--- config.mk ---
export PLATFORM = sky130hd
export DESIGN_NAME = windowed_watchdog
export DESIGN_NICKNAME = d
export VERILOG_FILES = /design/src/design/windowed_watchdog_pkg.sv /design/src/design/reset_pulse.sv /design/src/design/step_divider.sv /design/src/design/windowed_watchdog.sv
export SDC_FILE = /design/constraint.sdc
export NUM_CORES = 1
export LEC_CHECK = 0
export ABC_CLOCK_PERIOD_IN_PS = 5100
export BUFFER_PORTS_ARGS = -buffer_cell sky130_fd_sc_hd__buf_2
export CELL_PAD_IN_SITES_DETAIL_PLACEMENT = 2
export CELL_PAD_IN_SITES_GLOBAL_PLACEMENT = 2
export CORE_MARGIN = 4
export CORE_UTILIZATION = 37
export CTS_CLUSTER_DIAMETER = 120
export DETAILED_ROUTE_END_ITERATION = 8
export HOLD_SLACK_MARGIN = 0.15
export PLACE_DENSITY_LB_ADDON = 0.3
export SLEW_MARGIN = 20
export SYNTH_ARGS = -nofsm -noshare
export SYNTH_HDL_FRONTEND = slang
export SYNTH_SLANG_ARGS = --single-unit
--- constraint.sdc ---
create_clock -name mclk -period 5.1 [get_ports mclk]
set_input_delay 0.51 -clock mclk [delete_from_list [all_inputs] [get_ports mclk]]
set_output_delay 0.51 -clock mclk [all_outputs]
set_load 0.02 [all_outputs]
--- src/design/windowed_watchdog_pkg.sv ---
/*
 * shared constants and bus carrier for the windowed watchdog.
 * assumes a single 125 mhz clock (mclk) and a synchronous reset.
 */
package windowed_watchdog_pkg;

    // clock figure
    localparam int unsigned CLK_PERIOD_NS = 8;

    // register map, index of each register on the plain port
    localparam int unsigned ADDR_W = 2;
    localparam logic [ADDR_W-1:0] CTRL_ADDR = 2'h0;
    localparam logic [ADDR_W-1:0] WIN_ADDR = 2'h1;

    // field layout of watchdog_control_reg
    localparam int unsigned CNT_W = 7;
    localparam int unsigned ACT_BIT = 7;
    localparam int unsigned TOP_BIT = 6;

    // reset values
    localparam logic [CNT_W-1:0] CNT_RST = 7'h7f;
    localparam logic [CNT_W-1:0] WIN_RST = 7'h7f;

    // the count that expires: stepping from here drops the top bit
    localparam logic [CNT_W-1:0] EXPIRE_FROM = 7'h40;

    // oscillator_div_clock cycles per counter step
    localparam int unsigned TICK_CYCLES = 16384;

    // reset pin pulse, typical length
    localparam int unsigned PULSE_NS = 30000;
    localparam int unsigned PULSE_CYCLES = PULSE_NS / CLK_PERIOD_NS;

    // one register bus request, all signals of one cycle
    typedef struct packed {
        logic [ADDR_W-1:0] addr; // register index
        logic [7:0] wdata; // write data
        logic wr; // write strobe
        logic rd; // read strobe
    } reg_req_s;

endpackage

--- src/design/reset_pulse.sv ---
/*
 * stretches a start strobe into a pulse of LEN enabled cycles.
 * assumes start is synchronous to mclk; starts during a pulse are dropped.
 */
`timescale 1ns/1ps
module reset_pulse #(
    parameter int unsigned LEN = 3750
) (
    input wire logic mclk,
    input wire logic rst,
    input wire logic ce,
    input wire logic start,
    output logic active_q
);
    localparam int unsigned W = (LEN > 1) ? $clog2(LEN) : 1;

    logic [W-1:0] left_q; // cycles still to hold after this one
    logic last; // final cycle of the pulse

    assign last = active_q & (left_q == '0);

    // pulse length counter; a running pulse is never restarted
    always_ff @(posedge mclk) begin
        if (rst) begin
            active_q <= 1'b0;
            left_q <= '0;
        end else if (ce) begin
            if (!active_q && start) begin
                active_q <= 1'b1;
                left_q <= W'(LEN - 1);
            end else if (last) begin
                active_q <= 1'b0;
            end else if (active_q) begin
                left_q <= left_q - W'(1);
            end
        end
    end
endmodule // reset_pulse

--- src/design/step_divider.sv ---
/*
 * free-running divider giving a one-cycle tick every DIV enabled cycles.
 * assumes mclk is the oscillator-derived clock and ce gates all state.
 */
`timescale 1ns/1ps
module step_divider #(
    parameter int unsigned DIV = 16384
) (
    input wire logic mclk,
    input wire logic rst,
    input wire logic ce,
    output logic tick
);
    localparam int unsigned W = (DIV > 1) ? $clog2(DIV) : 1;

    logic [W-1:0] cnt_q; // cycles since last tick
    logic [W-1:0] cnt_d;
    logic wrap; // last cycle of a period

    assign wrap = (cnt_q == W'(DIV - 1));
    assign cnt_d = wrap ? '0 : cnt_q + W'(1);
    // tick only in an enabled cycle, so a frozen block never steps
    assign tick = ce & wrap;

    // period counter
    always_ff @(posedge mclk) begin
        if (rst) begin
            cnt_q <= '0;
        end else if (ce) begin
            cnt_q <= cnt_d;
        end
    end
endmodule // step_divider

--- src/design/windowed_watchdog.sv ---
/*
 * windowed watchdog: 7-bit downcounter, window compare, reset pin pulse.
 * assumes mclk is the oscillator-derived clock, option settings are
 * steady levels from same-clock logic, and halt_exec is a one-cycle
 * strobe from the processor on mclk.
 */
// Implementation choices: the register offsets and the address-and-strobe port.
// What this block does
// counter steps down every 16384 clock cycles
// software picks timeout in 64 steps
// active, 40h to 3Fh starts reset
// watchdog reset drives pin low ~30us
// refresh above window value forces reset
// counter sits in control bits 6:0
// no reset unless activation bit set
// option picks hardware or software activation
// option enables reset on halt instruction
// control write loads count, sets activate
`timescale 1ns/1ps
module windowed_watchdog
    import windowed_watchdog_pkg::*;
#(
    parameter int unsigned TICK_DIV = TICK_CYCLES,
    parameter int unsigned PULSE_LEN = PULSE_CYCLES
) (
    input wire logic mclk,
    input wire logic rst,
    input wire logic ce,
    input wire reg_req_s bus_req,
    input wire logic opt_hw_activate,
    input wire logic opt_halt_reset,
    input wire logic halt_exec,
    output logic [7:0] rd_data_q,
    output logic reset_pin_out_q,
    output logic reset_pin_oe,
    output logic watchdog_activate_bit
);

    // state
    logic [CNT_W-1:0] counter_q; // the downcounter
    logic [CNT_W-1:0] counter_d;
    logic [CNT_W-1:0] window_q; // refresh window limit
    logic [CNT_W-1:0] window_d;
    logic act_q; // activation, set only
    logic act_d;
    logic halt_opt_q; // halt reset option, caught after reset
    logic halt_opt_d;
    logic started_q; // options already sampled
    logic [7:0] rd_data_d;

    // decode, only in enabled cycles
    logic wr_ctrl;
    logic wr_win;
    logic rd_ctrl;
    logic rd_win;
    logic tick; // one counter step due
    logic top_fall; // counter_top_bit drops this cycle
    logic bad_refresh; // reload while above the window
    logic halt_hit; // halt executed with option set
    logic fire; // start a reset pulse

    assign wr_ctrl = ce & bus_req.wr & (bus_req.addr == CTRL_ADDR);
    assign wr_win = ce & bus_req.wr & (bus_req.addr == WIN_ADDR);
    assign rd_ctrl = ce & bus_req.rd & (bus_req.addr == CTRL_ADDR);
    assign rd_win = ce & bus_req.rd & (bus_req.addr == WIN_ADDR);

    // step divider, runs whether or not the watchdog is active
    step_divider #(
        .DIV(TICK_DIV)
    ) u_div (
        .mclk(mclk),
        .rst(rst),
        .ce(ce),
        .tick(tick)
    );

    // a write wins over a step in the same cycle; count wraps 00 to 7f
    assign counter_d = wr_ctrl ? bus_req.wdata[CNT_W-1:0] :
                       tick ? counter_q - 7'h01 :
                       counter_q;
    assign window_d = wr_win ? bus_req.wdata[CNT_W-1:0] : window_q;

    // any drop of the top bit counts, so loading a value below 40h
    // while active also expires at once
    assign top_fall = counter_q[TOP_BIT] & ~counter_d[TOP_BIT];
    // compare uses the count before the reload
    assign bad_refresh = wr_ctrl & (counter_q > window_q);
    assign halt_hit = ce & halt_exec & halt_opt_q;
    // every cause is gated by activation
    assign fire = act_q & (top_fall | bad_refresh | halt_hit);

    // options sampled in the first enabled cycle after reset release
    assign act_d = !started_q ? (opt_hw_activate | (wr_ctrl
                   & bus_req.wdata[ACT_BIT])) :
                   act_q | (wr_ctrl & bus_req.wdata[ACT_BIT]);
    assign halt_opt_d = !started_q ? opt_halt_reset : halt_opt_q;

    // read mux; unmapped index reads zero
    assign rd_data_d = rd_ctrl ? {act_q, counter_q} :
                       rd_win ? {1'b0, window_q} :
                       8'h00;

    // counter and window
    always_ff @(posedge mclk) begin
        if (rst) begin
            counter_q <= CNT_RST;
            window_q <= WIN_RST;
        end else if (ce) begin
            counter_q <= counter_d;
            window_q <= window_d;
        end
    end

    // activation and option capture
    always_ff @(posedge mclk) begin
        if (rst) begin
            act_q <= 1'b0;
            halt_opt_q <= 1'b0;
            started_q <= 1'b0;
        end else if (ce) begin
            act_q <= act_d;
            halt_opt_q <= halt_opt_d;
            started_q <= 1'b1;
        end
    end

    // read data stands one cycle only; frozen while ce is low
    always_ff @(posedge mclk) begin
        if (rst) begin
            rd_data_q <= 8'h00;
        end else if (ce) begin
            rd_data_q <= rd_data_d;
        end
    end

    // pin only ever pulled low, open-drain style
    always_ff @(posedge mclk) begin
        if (rst) begin
            reset_pin_out_q <= 1'b0;
        end else begin
            reset_pin_out_q <= 1'b0;
        end
    end

    assign watchdog_activate_bit = act_q;

    // reset pin pulse of fixed length
    reset_pulse #(
        .LEN(PULSE_LEN)
    ) u_pulse (
        .mclk(mclk),
        .rst(rst),
        .ce(ce),
        .start(fire),
        .active_q(reset_pin_oe)
    );
endmodule // windowed_watchdog

==> results.md, run 1 <==
- Final wirelength: 7430 um
- #FFs+latches synth: 52
- Clk_skew: 0.00780 ns
- DRT iter0 DRCs: 57
- Status: finished, final reports clean
- Max-cap violations: 0
- First-pass GRT wire length: 12700 um
- Seq/Total Area, Yosys: 39.8%
- Area Growth Syn to Fin: 11.2%
- Slew margin rel.: 42.1%
- PwrDens: 258 nW/um2
- CTS tree: built
- Vias in the first global route: 2536
- Initial antenna violation count: 0
- Initial Util: 38.3%
- Worst Setup SP: counter_q[5]$_SDFFE_PP1P_
- Setup TNS: 0 ns
- Worst hold path type: in2reg
- Mapped Area: 2620 um2
- Peak supply drop: 0.0806 mV
- DIE WIDTH: 92.1 um
- Hold path start: bus_req[3]
- Final hold vios: 0
- Critical Path RT: 5.31 ns
- DIE HEIGHT: 92.1 um
- Clk sinks: 52
- Endpoints failing setup: 0
- Hold Worst Slack: 0.428 ns
- EDFF count, synth: 0
- Drt pass-1 iters: 4
- Synth top area share: 39.8%
- Final critical-path required period: 2.53 ns
- WHS Path Cells: 3
- CORE AREA: 6830 um2
- Reg-to-Reg Start: counter_q[5]$_SDFFE_PP1P_
- Synth Flop Type: dfxtp_1
- Ranking of synthesized cells by area: dfxtp_1 40%, nor2_1 6.7%, ha_1 4.8%
- Pin count of the biggest net entering global routing: 33
- Fraction of synthesis flops using an asynchronous set or reset pin: 0%
- Worst-case hold path end point: counter_q[1]$_SDFFE_PP1P_
- Tot Pwr: 0.000752 W
- Drt drc: 0
- Hold Buf Count CTS: 0
- DRT antenna net count: 0
- Syn_area_per_cell: 8.24 um2
- CP endpoint kind: flip-flop
- Critical R2R Capture: u_pulse.left_q[3]$_SDFFE_PP0P_
- Fraction of final layout cells sized beyond drive strength 1: 13.0%
- H-tree Lvls: 2
- Period utilization: 49.6%
- Startpoint types: flip-flop
- Post-CTS setup buffer count: 0
- Placed Instances: 427
- All-Layer GR Usage: 18.7%
- Port Buffers: 27
- Post-synthesis net count: 346
- Setup ws final: 2.57 ns
- Largest area contributor in the netlist: dfxtp_1
- Reg2Reg Setup Slack: 2.57 ns
- Via count: 2306
- Core Rows: 30
- Clk Latency, worst-skew pair: 0.31 ns
- Clk buf depth: 2
- Slew @ Worst Pin: 0.864 ns
- Synth Instances: 318
- DP HPWL: 5550 um
- Max Fclk: 395 MHz
- WS Path Type: reg2reg
- Fin cells: 435
- Number of synthesis warnings: 0
- Nets: 366
- CTS resizes: 0
- Worst Reg-to-Reg Cells: 7
- Pre-CTS setup slack: 2.52 ns
- Distinct cells, synth: 50
- Leakage Power: 1.19 nW
- Synth top cells by count: 52 x dfxtp_1, 47 x nor2_1, 33 x nand2_1
- Max Slew Vio Count: 0
- Ports: 29
- Worst Path Arrival: 2.74 ns
- Clock transition at path regs: 0.10 ns
- Crit-path max FO: 6
- Drt wl/cell: 17.1 um
- Inserted Clock Buffers: 5
- Fillers: 822
- Via/cell ratio: 5.30
- Clock Root Buffer: clkbuf_8
- Routability cong.: 0.758
- RSZ-0062 raised after global routing: no
- Congestion Overflow GR: 0
- Die ar.: 8490 um2
- Count leader, synth: dfxtp_1
- Antenna Cells: 0
-- routing by layer --
layer | wire length [um] | part of all wire (%) | GRT usage, % | vias up
met5 | 0 | 0 | 0 | -
li1 | - | - | - | 1146
met4 | 42 | 0.56 | 4.08 | 0
met3 | 209 | 2.8 | 3.12 | 6
met2 | 3600 | 48 | 31.9 | 24
met1 | 3580 | 48 | 24.7 | 1130
-- cell families after synthesis --
kind of cell	share of synthesized area, %
AO/OA/AOI/OAI	14.7
XOR/XNOR	7.69
adder cells (fa/ha/maj)	4.78
buffers and inverters	4.59
flip-flops	39.8
multiplexers	3.06
other	0.143
AND/OR/NAND/NOR	25.3
-- worst max-delay path by stage --
stage                                                end  slack, ns  depth (start not counted)
after CTS                 u_pulse.left_q[3]$_SDFFE_PP0P_       2.53                          7
final                     u_pulse.left_q[3]$_SDFFE_PP0P_       2.57                          7
after detailed placement  u_pulse.left_q[9]$_SDFFE_PP0P_       2.52                          7
after global routing      u_pulse.left_q[3]$_SDFFE_PP0P_       2.31                          8
after floorplan           u_pulse.left_q[2]$_SDFFE_PP0P_       2.84                          9
after global placement    u_pulse.left_q[3]$_SDFFE_PP0P_       2.65                          7
-- worst max-delay path: stages, from the launching register on --
cell	delay [ns]
dfxtp_1	0.45
ha_1	0.30
a21o_1	0.20
a21o_1	0.19
a2111oi_0	0.53
o21ai_2	0.17
and4_1	0.31
o32ai_1	0.29
-- final cells by class --
class	count	area [um2]	share of cell area (%)
Sequential cell	52	1040	35.8
Clock inverter	1	7.51	0.258
Clock buffer	7	86.3	2.97
Inverter	15	56.3	1.93
Tap cell	96	120	4.13
Timing Repair Buffer	28	143	4.90
Multi-Input combinational cell	236	1460	50.1
-- cells in the final DEF (no fill, tap or decap), types with 3 or more instances in the layout --
| master | n |
|---|---|
| o211ai_1 | 8 |
| nand2_1 | 33 |
| nor3_1 | 11 |
| o21ai_0 | 12 |
| nand4_1 | 10 |
| ha_1 | 10 |
| and3_1 | 4 |
| inv_1 | 14 |
| nor2_1 | 47 |
| a21oi_1 | 20 |
| dfxtp_1 | 52 |
| nand3b_1 | 4 |
| clkbuf_8 | 6 |
| xor2_1 | 12 |
| buf_2 | 27 |
| xnor2_1 | 11 |
| mux2i_1 | 8 |
| nand3_1 | 7 |
| o31a_1 | 3 |
-- report_power, final --
group | total [W] | internal [W] | switching, W | leakage, nW
registers | 0.000423 | 0.000415 | 0.00000806 | 0.422
logic | 0.0000737 | 0.0000275 | 0.0000462 | 0.719
clock network | 0.000255 | 0.000111 | 0.000144 | 0.0445
-- sequential cells by signal (all words and copies together), names as in the netlist --
register / flops
window_q: 7
started_q: 1
u_div.cnt_q: 14
u_pulse.active_q: 1
u_pulse.left_q: 12
watchdog_activate_bit: 1
counter_q: 7
rd_data_q: 8
halt_opt_q: 1
-- per-stage QoR --
stage | util (%) | instance area, um2
6_report | 42.6 | 2910
5_1_grt | 42.6 | 2910
4_1_cts | 42.6 | 2910
3_5_place_dp | 41.2 | 2820
3_3_place_gp | 41.2 | 2820
2_1_floorplan | - | 2620
(Power assumes the default switching activity.)
==> run 2: changes to the inputs <==
--- a/config.mk
+++ b/config.mk
@@ -5,12 +5,12 @@
 export SDC_FILE = /design/constraint.sdc
 export NUM_CORES = 1
 export LEC_CHECK = 0
-export ABC_CLOCK_PERIOD_IN_PS = 5100
+export ABC_CLOCK_PERIOD_IN_PS = 2400
 export BUFFER_PORTS_ARGS = -buffer_cell sky130_fd_sc_hd__buf_2
 export CELL_PAD_IN_SITES_DETAIL_PLACEMENT = 2
 export CELL_PAD_IN_SITES_GLOBAL_PLACEMENT = 2
 export CORE_MARGIN = 4
-export CORE_UTILIZATION = 37
+export CORE_UTILIZATION = 35
 export CTS_CLUSTER_DIAMETER = 120
 export DETAILED_ROUTE_END_ITERATION = 8
 export HOLD_SLACK_MARGIN = 0.15
==> constraint.sdc (replaced) <==
create_clock -name mclk -period 2.4 [get_ports mclk]
set_input_delay 0.24 -clock mclk [delete_from_list [all_inputs] [get_ports mclk]]
set_output_delay 0.24 -clock mclk [all_outputs]
set_load 0.02 [all_outputs]
==> run 2 against run 1 <==
Critical path depth increased by 2. Register-to-register slack worse by 2.5 ns. Combinational power up 140%. Flip-flop and latch count stayed put. Total power rose by 110%. Critical path type unchanged. Critical endpoint is now u_pulse.left_q[7]$_SDFFE_PP0P_.
==> results.md, run 2 (synthesized netlist as in run 1, its figures left out) <==
- Status: finished, final reports clean
- Max Slew Vio Count: 0 (unchanged)
- Drt drc: 0 (unchanged)
- Seq. cell area: 1040 um2 (unchanged)
- Clk_skew: 0.00546 ns (-0.00234 ns)
- Final critical-path required period: 2.32 ns (-0.205 ns)
- Multi-input gate area: 1470 um2 (+1.1%)
- Max Fclk: 430 MHz (+8.8%)
- Final wirelength: 7800 um (+5.0%)
- Biggest regs: u_div.cnt_q (14), u_pulse.left_q (12), rd_data_q (8)
- CORE AREA: 7250 um2 (+6.2%)
- Fraction of final layout cells sized beyond drive strength 1: 17.6% (+4.6 points)
- Inserted Clock Buffers: 5 (unchanged)
- First-pass GRT wire length: 13000 um (+1.8%)
- Clk sinks: 52 (unchanged)
- Hold Buf Count CTS: 0 (unchanged)
- Clk Latency, worst-skew pair: 0.31 ns (about the same)
- Core Rows: 31 (+3.3%)
- Leakage Power: 1.26 nW (+6.6%)
- DIE WIDTH: 94.5 um (+2.6%)
- Drt pass-1 iters: 4 (unchanged)
- Largest Register: u_div.cnt_q
- Endpoints failing setup: 0 (unchanged)
- Routability cong.: 0.819 (+8.1%)
- Clock transition at path regs: 0.10 ns (about the same)
- Slew margin rel.: 59.6% (+17 points)
- Congestion Overflow GR: 0 (unchanged)
- Slew @ Worst Pin: 0.602 ns (-0.262 ns)
- WS Path Type: reg2reg
- M1 GR Usage: 24.6% (-0.037 points)
- Clock Root Buffer: clkbuf_8
- Most frequent cells in the layout: 52 x dfxtp_1, 47 x nor2_1, 33 x nand2_1
- Max-cap violations: 0 (unchanged)
- Worst hold path type: in2reg
- H-tree Lvls: 2 (unchanged)
- Antenna Cells: 0 (unchanged)
- DIE HEIGHT: 94.5 um (+2.6%)
- Busiest grt layer: met2
- DP HPWL: 5920 um (+6.6%)
- Final hold vios: 0 (unchanged)
- Commonest non-fill, non-tap cell in the layout: dfxtp_1
- Area Growth Syn to Fin: 15.7%
- CTS tree: built
- Critical Path Stages: 9 (+2)
- CP bufs+invs: 2 (+2)
- All-Layer GR Usage: 18.7% (about the same)
- PwrDens: 527 nW/um2 (+100%)
- Max reg flops: 14 (unchanged)
- Clk buf depth: 2 (unchanged)
- Via count: 2360 (+2.3%)
- DRT antenna net count: 0 (unchanged)
- Utilization after layout: 41.8% (-0.84 points)
- Die ar.: 8930 um2 (+5.2%)
- Met3 usage: 3.27% (+0.15 points)
- Peak supply drop: 0.200 mV (+150%)
- Ports: 29 (unchanged)
- Slowest cell delay on critical path: 0.38 ns (-0.15 ns)
- CP delay by family, top: compound AO/OA/AOI/OAI gates
- Fillers: 864 (+5.1%)
- Worst path slowest cell: a2111oi_2
- Pin count of the biggest net entering global routing: 24 (-27%)
- Crit-path max FO: 6 (unchanged)
- CP endpoint kind: flip-flop
- Hold Worst Slack: 0.162 ns (-0.266 ns)
- Most used cell, CP: a21o_1
- Met2 GRT Util: 31.9% (-0.079 points)
- Initial Util: 36.1% (-2.2 points)
- Nets: 380 (+3.8%)
- Final Cell Area: 3030 um2 (+4.1%)
- Placed cell areas: 2930 um2 (+3.9%)
- Port Buffers: 27 (unchanged)
- Vias in the first global route: 2561 (+0.99%)
- Worst Reg-to-Reg Cells: 9 (+2)
- Period utilization: 96.8% (+47 points)
- Worst Path Arrival: 2.54 ns (-0.20 ns)
- Critical Path RT: 2.61 ns (-2.70 ns)
- Setup TNS: 0 ns (unchanged)
- DRT iter0 DRCs: 64 (+12%)
- Startpoint types: flip-flop
- Critical-path cell list: inv_1 -> ha_1 -> a21o_1 -> a21o_1 -> a2111oi_2 -> buf_4 -> o21ai_2 -> and4_4 -> o31a_1
- Via/cell ratio: 5.22 (-1.5%)
- Placed Instances: 444 (+4.0%)
- Fin cells: 452 (+3.9%)
- WHS Path Cells: 3 (unchanged)
- Initial antenna violation count: 0 (unchanged)
- Drt wl/cell: 17.3 um (+1.0%)
[run 2: layout make-up]
| cell class | count | area share (%) |
|---|---|---|
| Clock inverter | 3 | 0.619 |
| Tap cell | 99 | 4.09 |
| Multi-Input combinational cell | 236 | 48.6 |
| Inverter | 15 | 1.86 |
| Clock buffer | 5 | 2.27 |
| Sequential cell | 52 | 34.4 |
| Timing Repair Buffer | 42 | 8.18 |
[run 2: timing repair]
item / in CTS / in global routing
setup buffers: 0 / 0
setup endpoints to repair: 1 / 4
resized for setup: 1 / 4
[run 2: metrics by stage]
step,setup slack (ns),power [W]
finish,0.0763,0.00160
global route,-0.0599,0.00168
CTS,0.0104,0.00161
detailed placement,0.0351,0.00109
global placement,0.0553,0.00108
floorplan,0.141,0.00102
[run 2: worst min-delay path, delay by kind of cell]
family                 cells  cell delay, ns
AOI/OAI and AO/OA          1            0.05
buffers and inverters      1            0.10
and+or+nand+nor            1            0.05
[run 2: final timing paths]
path	from	to	slack, ns
setup reg to reg	window_q[5]$_SDFFE_PP1P_	u_pulse.left_q[7]$_SDFFE_PP0P_	0.08
setup / recovery	window_q[5]$_SDFFE_PP1P_	u_pulse.left_q[7]$_SDFFE_PP0P_	0.08
hold / removal	bus_req[9]	watchdog_activate_bit$_SDFFE_PP0P_	0.16
hold reg to reg	u_div.cnt_q[13]$_SDFFE_PP0P_	u_div.cnt_q[13]$_SDFFE_PP0P_	0.48
[run 2: metal layers]
layer,share of wire [%],vias to the layer above
met5,0,-
met4,0.95,0
met3,2.4,8
met2,49,28
met1,48,1149
li1,-,1175
[run 2: power by group]
group / switching (W) / internal, W / leakage (nW)
sequential: 0.0000166 / 0.000882 / 0.422
combinational: 0.000104 / 0.0000714 / 0.794
clock: 0.000320 / 0.000205 / 0.0479
total: 0.000440 / 0.00116 / 1.26
==> run 3: changes to the inputs <==
--- a/config.mk
+++ b/config.mk
@@ -5,12 +5,12 @@
 export SDC_FILE = /design/constraint.sdc
 export NUM_CORES = 1
 export LEC_CHECK = 0
-export ABC_CLOCK_PERIOD_IN_PS = 2400
+export ABC_CLOCK_PERIOD_IN_PS = 1900
 export BUFFER_PORTS_ARGS = -buffer_cell sky130_fd_sc_hd__buf_2
 export CELL_PAD_IN_SITES_DETAIL_PLACEMENT = 2
 export CELL_PAD_IN_SITES_GLOBAL_PLACEMENT = 2
 export CORE_MARGIN = 4
-export CORE_UTILIZATION = 35
+export CORE_UTILIZATION = 31
 export CTS_CLUSTER_DIAMETER = 120
 export DETAILED_ROUTE_END_ITERATION = 8
 export HOLD_SLACK_MARGIN = 0.15
==> constraint.sdc (replaced) <==
create_clock -name mclk -period 1.9 [get_ports mclk]
set_input_delay 0.19 -clock mclk [delete_from_list [all_inputs] [get_ports mclk]]
set_output_delay 0.19 -clock mclk [all_outputs]
set_load 0.02 [all_outputs]
==> run 3 against run 2 <==
The run now ends with setup timing left. Global-route usage is 0.53 points lower. Sequential power is 27% higher. Clock-buffer cell count stayed put. Die area is 12% higher. Worst hold slack better by 0.025 ns. Sequential share of layout area is 4.1 points lower. Clock skew is 0.0040 ns higher. Register-to-register slack worse by 0.15 ns.
==> results.md, run 3 (synthesized netlist as in run 1, its figures left out) <==
- Critical R2R Capture: u_pulse.active_q$_SDFFE_PP0P_
- Final wirelength: 8800 um (+13%)
- First-pass GRT wire length: 14500 um (+12%)
- Clk buf depth: 2 (unchanged)
- Via/cell ratio: 5.16 (-1.1%)
- Switch share: 26.6% (-0.96 points)
- Startpoint types: flip-flop
- Drt drc: 0 (unchanged)
- Initial Util: 31.9% (-4.2 points)
- Critical-path cell list: ha_4 -> nand3_2 -> or4_4 -> o31a_1 -> o21ai_2 -> buf_6 -> a21oi_2 -> a311oi_2
- Fillers: 947 (+9.6%)
- Drt pass-1 iters: 4 (unchanged)
- RSZ-0062 raised after global routing: yes
- Pin count of the biggest net entering global routing: 32 (+33%)
- Failing checks: setup timing
- Worst Reg-to-Reg Cells: 8 (-1)
- Critical Path Sink: u_pulse.active_q$_SDFFE_PP0P_
- Crit-path max FO: 3 (-3)
- Critical Path Stages: 8 (-1)
- Worst path slowest cell: or4_4
- Status: finished with violations
- Max reg flops: 14 (unchanged)
- Max Fclk: 507 MHz (+18%)
- Inserted Clock Buffers: 5 (unchanged)
- WHS Path Cells: 3 (unchanged)
- Congestion Overflow GR: 0 (unchanged)
- Initial antenna violation count: 0 (unchanged)
- Max Slew Vio Count: 0 (unchanged)
- Sequential share of power: 51.0% (-5.2 points)
- Fraction of final layout cells sized beyond drive strength 1: 29.6% (+12 points)
- Slowest cell delay on critical path: 0.48 ns (+0.10 ns)
- Antenna Cells: 0 (unchanged)
- Core Rows: 33 (+6.5%)
- Die ar.: 9980 um2 (+12%)
- Switching power: 0.000593 W (+35%)
- Clock power share: 36.7% (+3.9 points)
- Hold Worst Slack: 0.187 ns (+0.0247 ns)
- Combinational power share: 12.3% (+1.3 points)
- Vias in the first global route: 2825 (+10%)
- WS Path Type: reg2reg
- Area Growth Syn to Fin: 33.3%
- DP HPWL: 6330 um (+7.0%)
- Nets: 419 (+10%)
- Utilization after layout: 42.5% (+0.72 points)
- Critical Path RT: 2.13 ns (-0.48 ns)
- Slew margin rel.: 62.7% (+3.2 points)
- Drt wl/cell: 17.7 um (+2.5%)
- Slew @ Worst Pin: 0.559 ns (-0.0427 ns)
- CP bufs+invs: 1 (-1)
- All-Layer GR Usage: 18.2% (-0.53 points)
- CP delay by family, top: compound AO/OA/AOI/OAI gates
- DRT iter0 DRCs: 57 (-11%)
- Final hold vios: 0 (unchanged)
- Endpoints failing setup: 13 (+13)
- Pre-CTS setup slack: -0.0874 ns (-0.123 ns)
- Commonest non-fill, non-tap cell in the layout: nor2_1
- DRT antenna net count: 0 (unchanged)
- P_int: 0.00164 W (+41%)
- Period utilization: 104% (+7.0 points)
- Setup ws final: -0.0721 ns (-0.148 ns)
- Biggest regs: u_div.cnt_q (14), u_pulse.left_q (12), rd_data_q (8)
- Reg-to-Reg Start: u_div.cnt_q[1]$_SDFFE_PP0P_
- Clk Latency, worst-skew pair: 0.32 ns (about the same)
- Routability cong.: 0.766 (-6.5%)
- Clock transition at path regs: 0.11 ns (about the same)
- Max-cap violations: 0 (unchanged)
- CORE AREA: 8220 um2 (+13%)
- CTS tree: built
- Via count: 2566 (+8.7%)
- Worst Path Arrival: 2.20 ns (-0.34 ns)
- H-tree Lvls: 2 (unchanged)
- PwrDens: 639 nW/um2 (+21%)
- Peak supply drop: 0.297 mV (+49%)
- Port Buffers: 27 (unchanged)
- Clock Root Buffer: clkbuf_8
- Reg2Reg Setup Slack: -0.07 ns (-0.15 ns)
- Worst hold path type: in2reg
- Ports: 29 (unchanged)
- DIE WIDTH: 99.9 um (+5.7%)
- Worst Setup SP: u_div.cnt_q[1]$_SDFFE_PP0P_
- DIE HEIGHT: 99.9 um (+5.7%)
- Most frequent cells in the layout: 47 x nor2_1, 44 x buf_4, 40 x dfxtp_1
- CP endpoint kind: flip-flop
- Leakage Power: 1.46 nW (+16%)
- Clk_skew: 0.00945 ns (+0.00399 ns)
- Clk sinks: 52 (unchanged)
- Final critical-path required period: 1.97 ns (-0.352 ns)
- Largest Register: u_div.cnt_q
-- run 3: worst min-delay path, stage by stage --
cell and delay [ns]:
buf_2 0.09, mux2i_1 0.06, a21oi_1 0.13
-- run 3: timing repair --
item | 4_1_cts | 5_1_grt
setup endpoints to repair | 13 | 14
hold buffers | 9 | 0
endpoints found under the hold margin | 12 | 0
buffers inserted | 1 | 4
pin swaps | 5 | 3
gates resized for setup | 8 | 9
-- run 3: worst min-delay path by stage --
stage                               start                                  to  slack (ns)
after global routing      opt_hw_activate  watchdog_activate_bit$_SDFFE_PP0P_        0.22
after global placement         bus_req[6]            window_q[4]$_SDFFE_PP1P_        0.43
after floorplan                bus_req[3]           counter_q[1]$_SDFFE_PP1P_        0.31
after CTS                 opt_hw_activate  watchdog_activate_bit$_SDFFE_PP0P_        0.18
final                     opt_hw_activate  watchdog_activate_bit$_SDFFE_PP0P_        0.19
after detailed placement       bus_req[3]           counter_q[1]$_SDFFE_PP1P_        0.45
-- run 3: power by group through the flow --
stage	clock network (W)	registers [W]	logic [W]
CTS	0.000843	0.00114	0.000266
detailed placement	0	0.00116	0.000241
floorplan	0	0.00117	0.000129
finish	0.000818	0.00114	0.000275
global placement	0	0.00116	0.000232
global route	0.000893	0.00114	0.000304
-- run 3: per-layer routing --
metal | GRT usage [%] | up-vias | wire [um]
li1 | - | 1259 | -
met1 | 22.6 | 1267 | 4060
met2 | 32.7 | 30 | 4460
met3 | 2.71 | 10 | 168
met4 | 4.52 | 0 | 106
met5 | 0 | - | 0
-- run 3: through the flow --
step,instance area (um2),std cells,total power (W),setup TNS (ns)
after floorplan,2680,318,0.00130,0
after global placement,3190,475,0.00139,-0.0588
after detailed placement,3190,475,0.00140,-0.758
after CTS,3430,493,0.00224,-0.513
after global routing,3490,497,0.00234,-2.09
final,3490,497,0.00223,-0.606
-- run 3: layout make-up --
type	instances	area, um2	share of cell area (%)
flip-flops and latches	52	1060	30.2
multi-input cells	236	1570	44.9
inverters	15	56.3	1.61
well taps	105	131	3.76
clock buffers	5	68.8	1.97
clock inverters	3	46.3	1.33
repair buffers	81	567	16.2
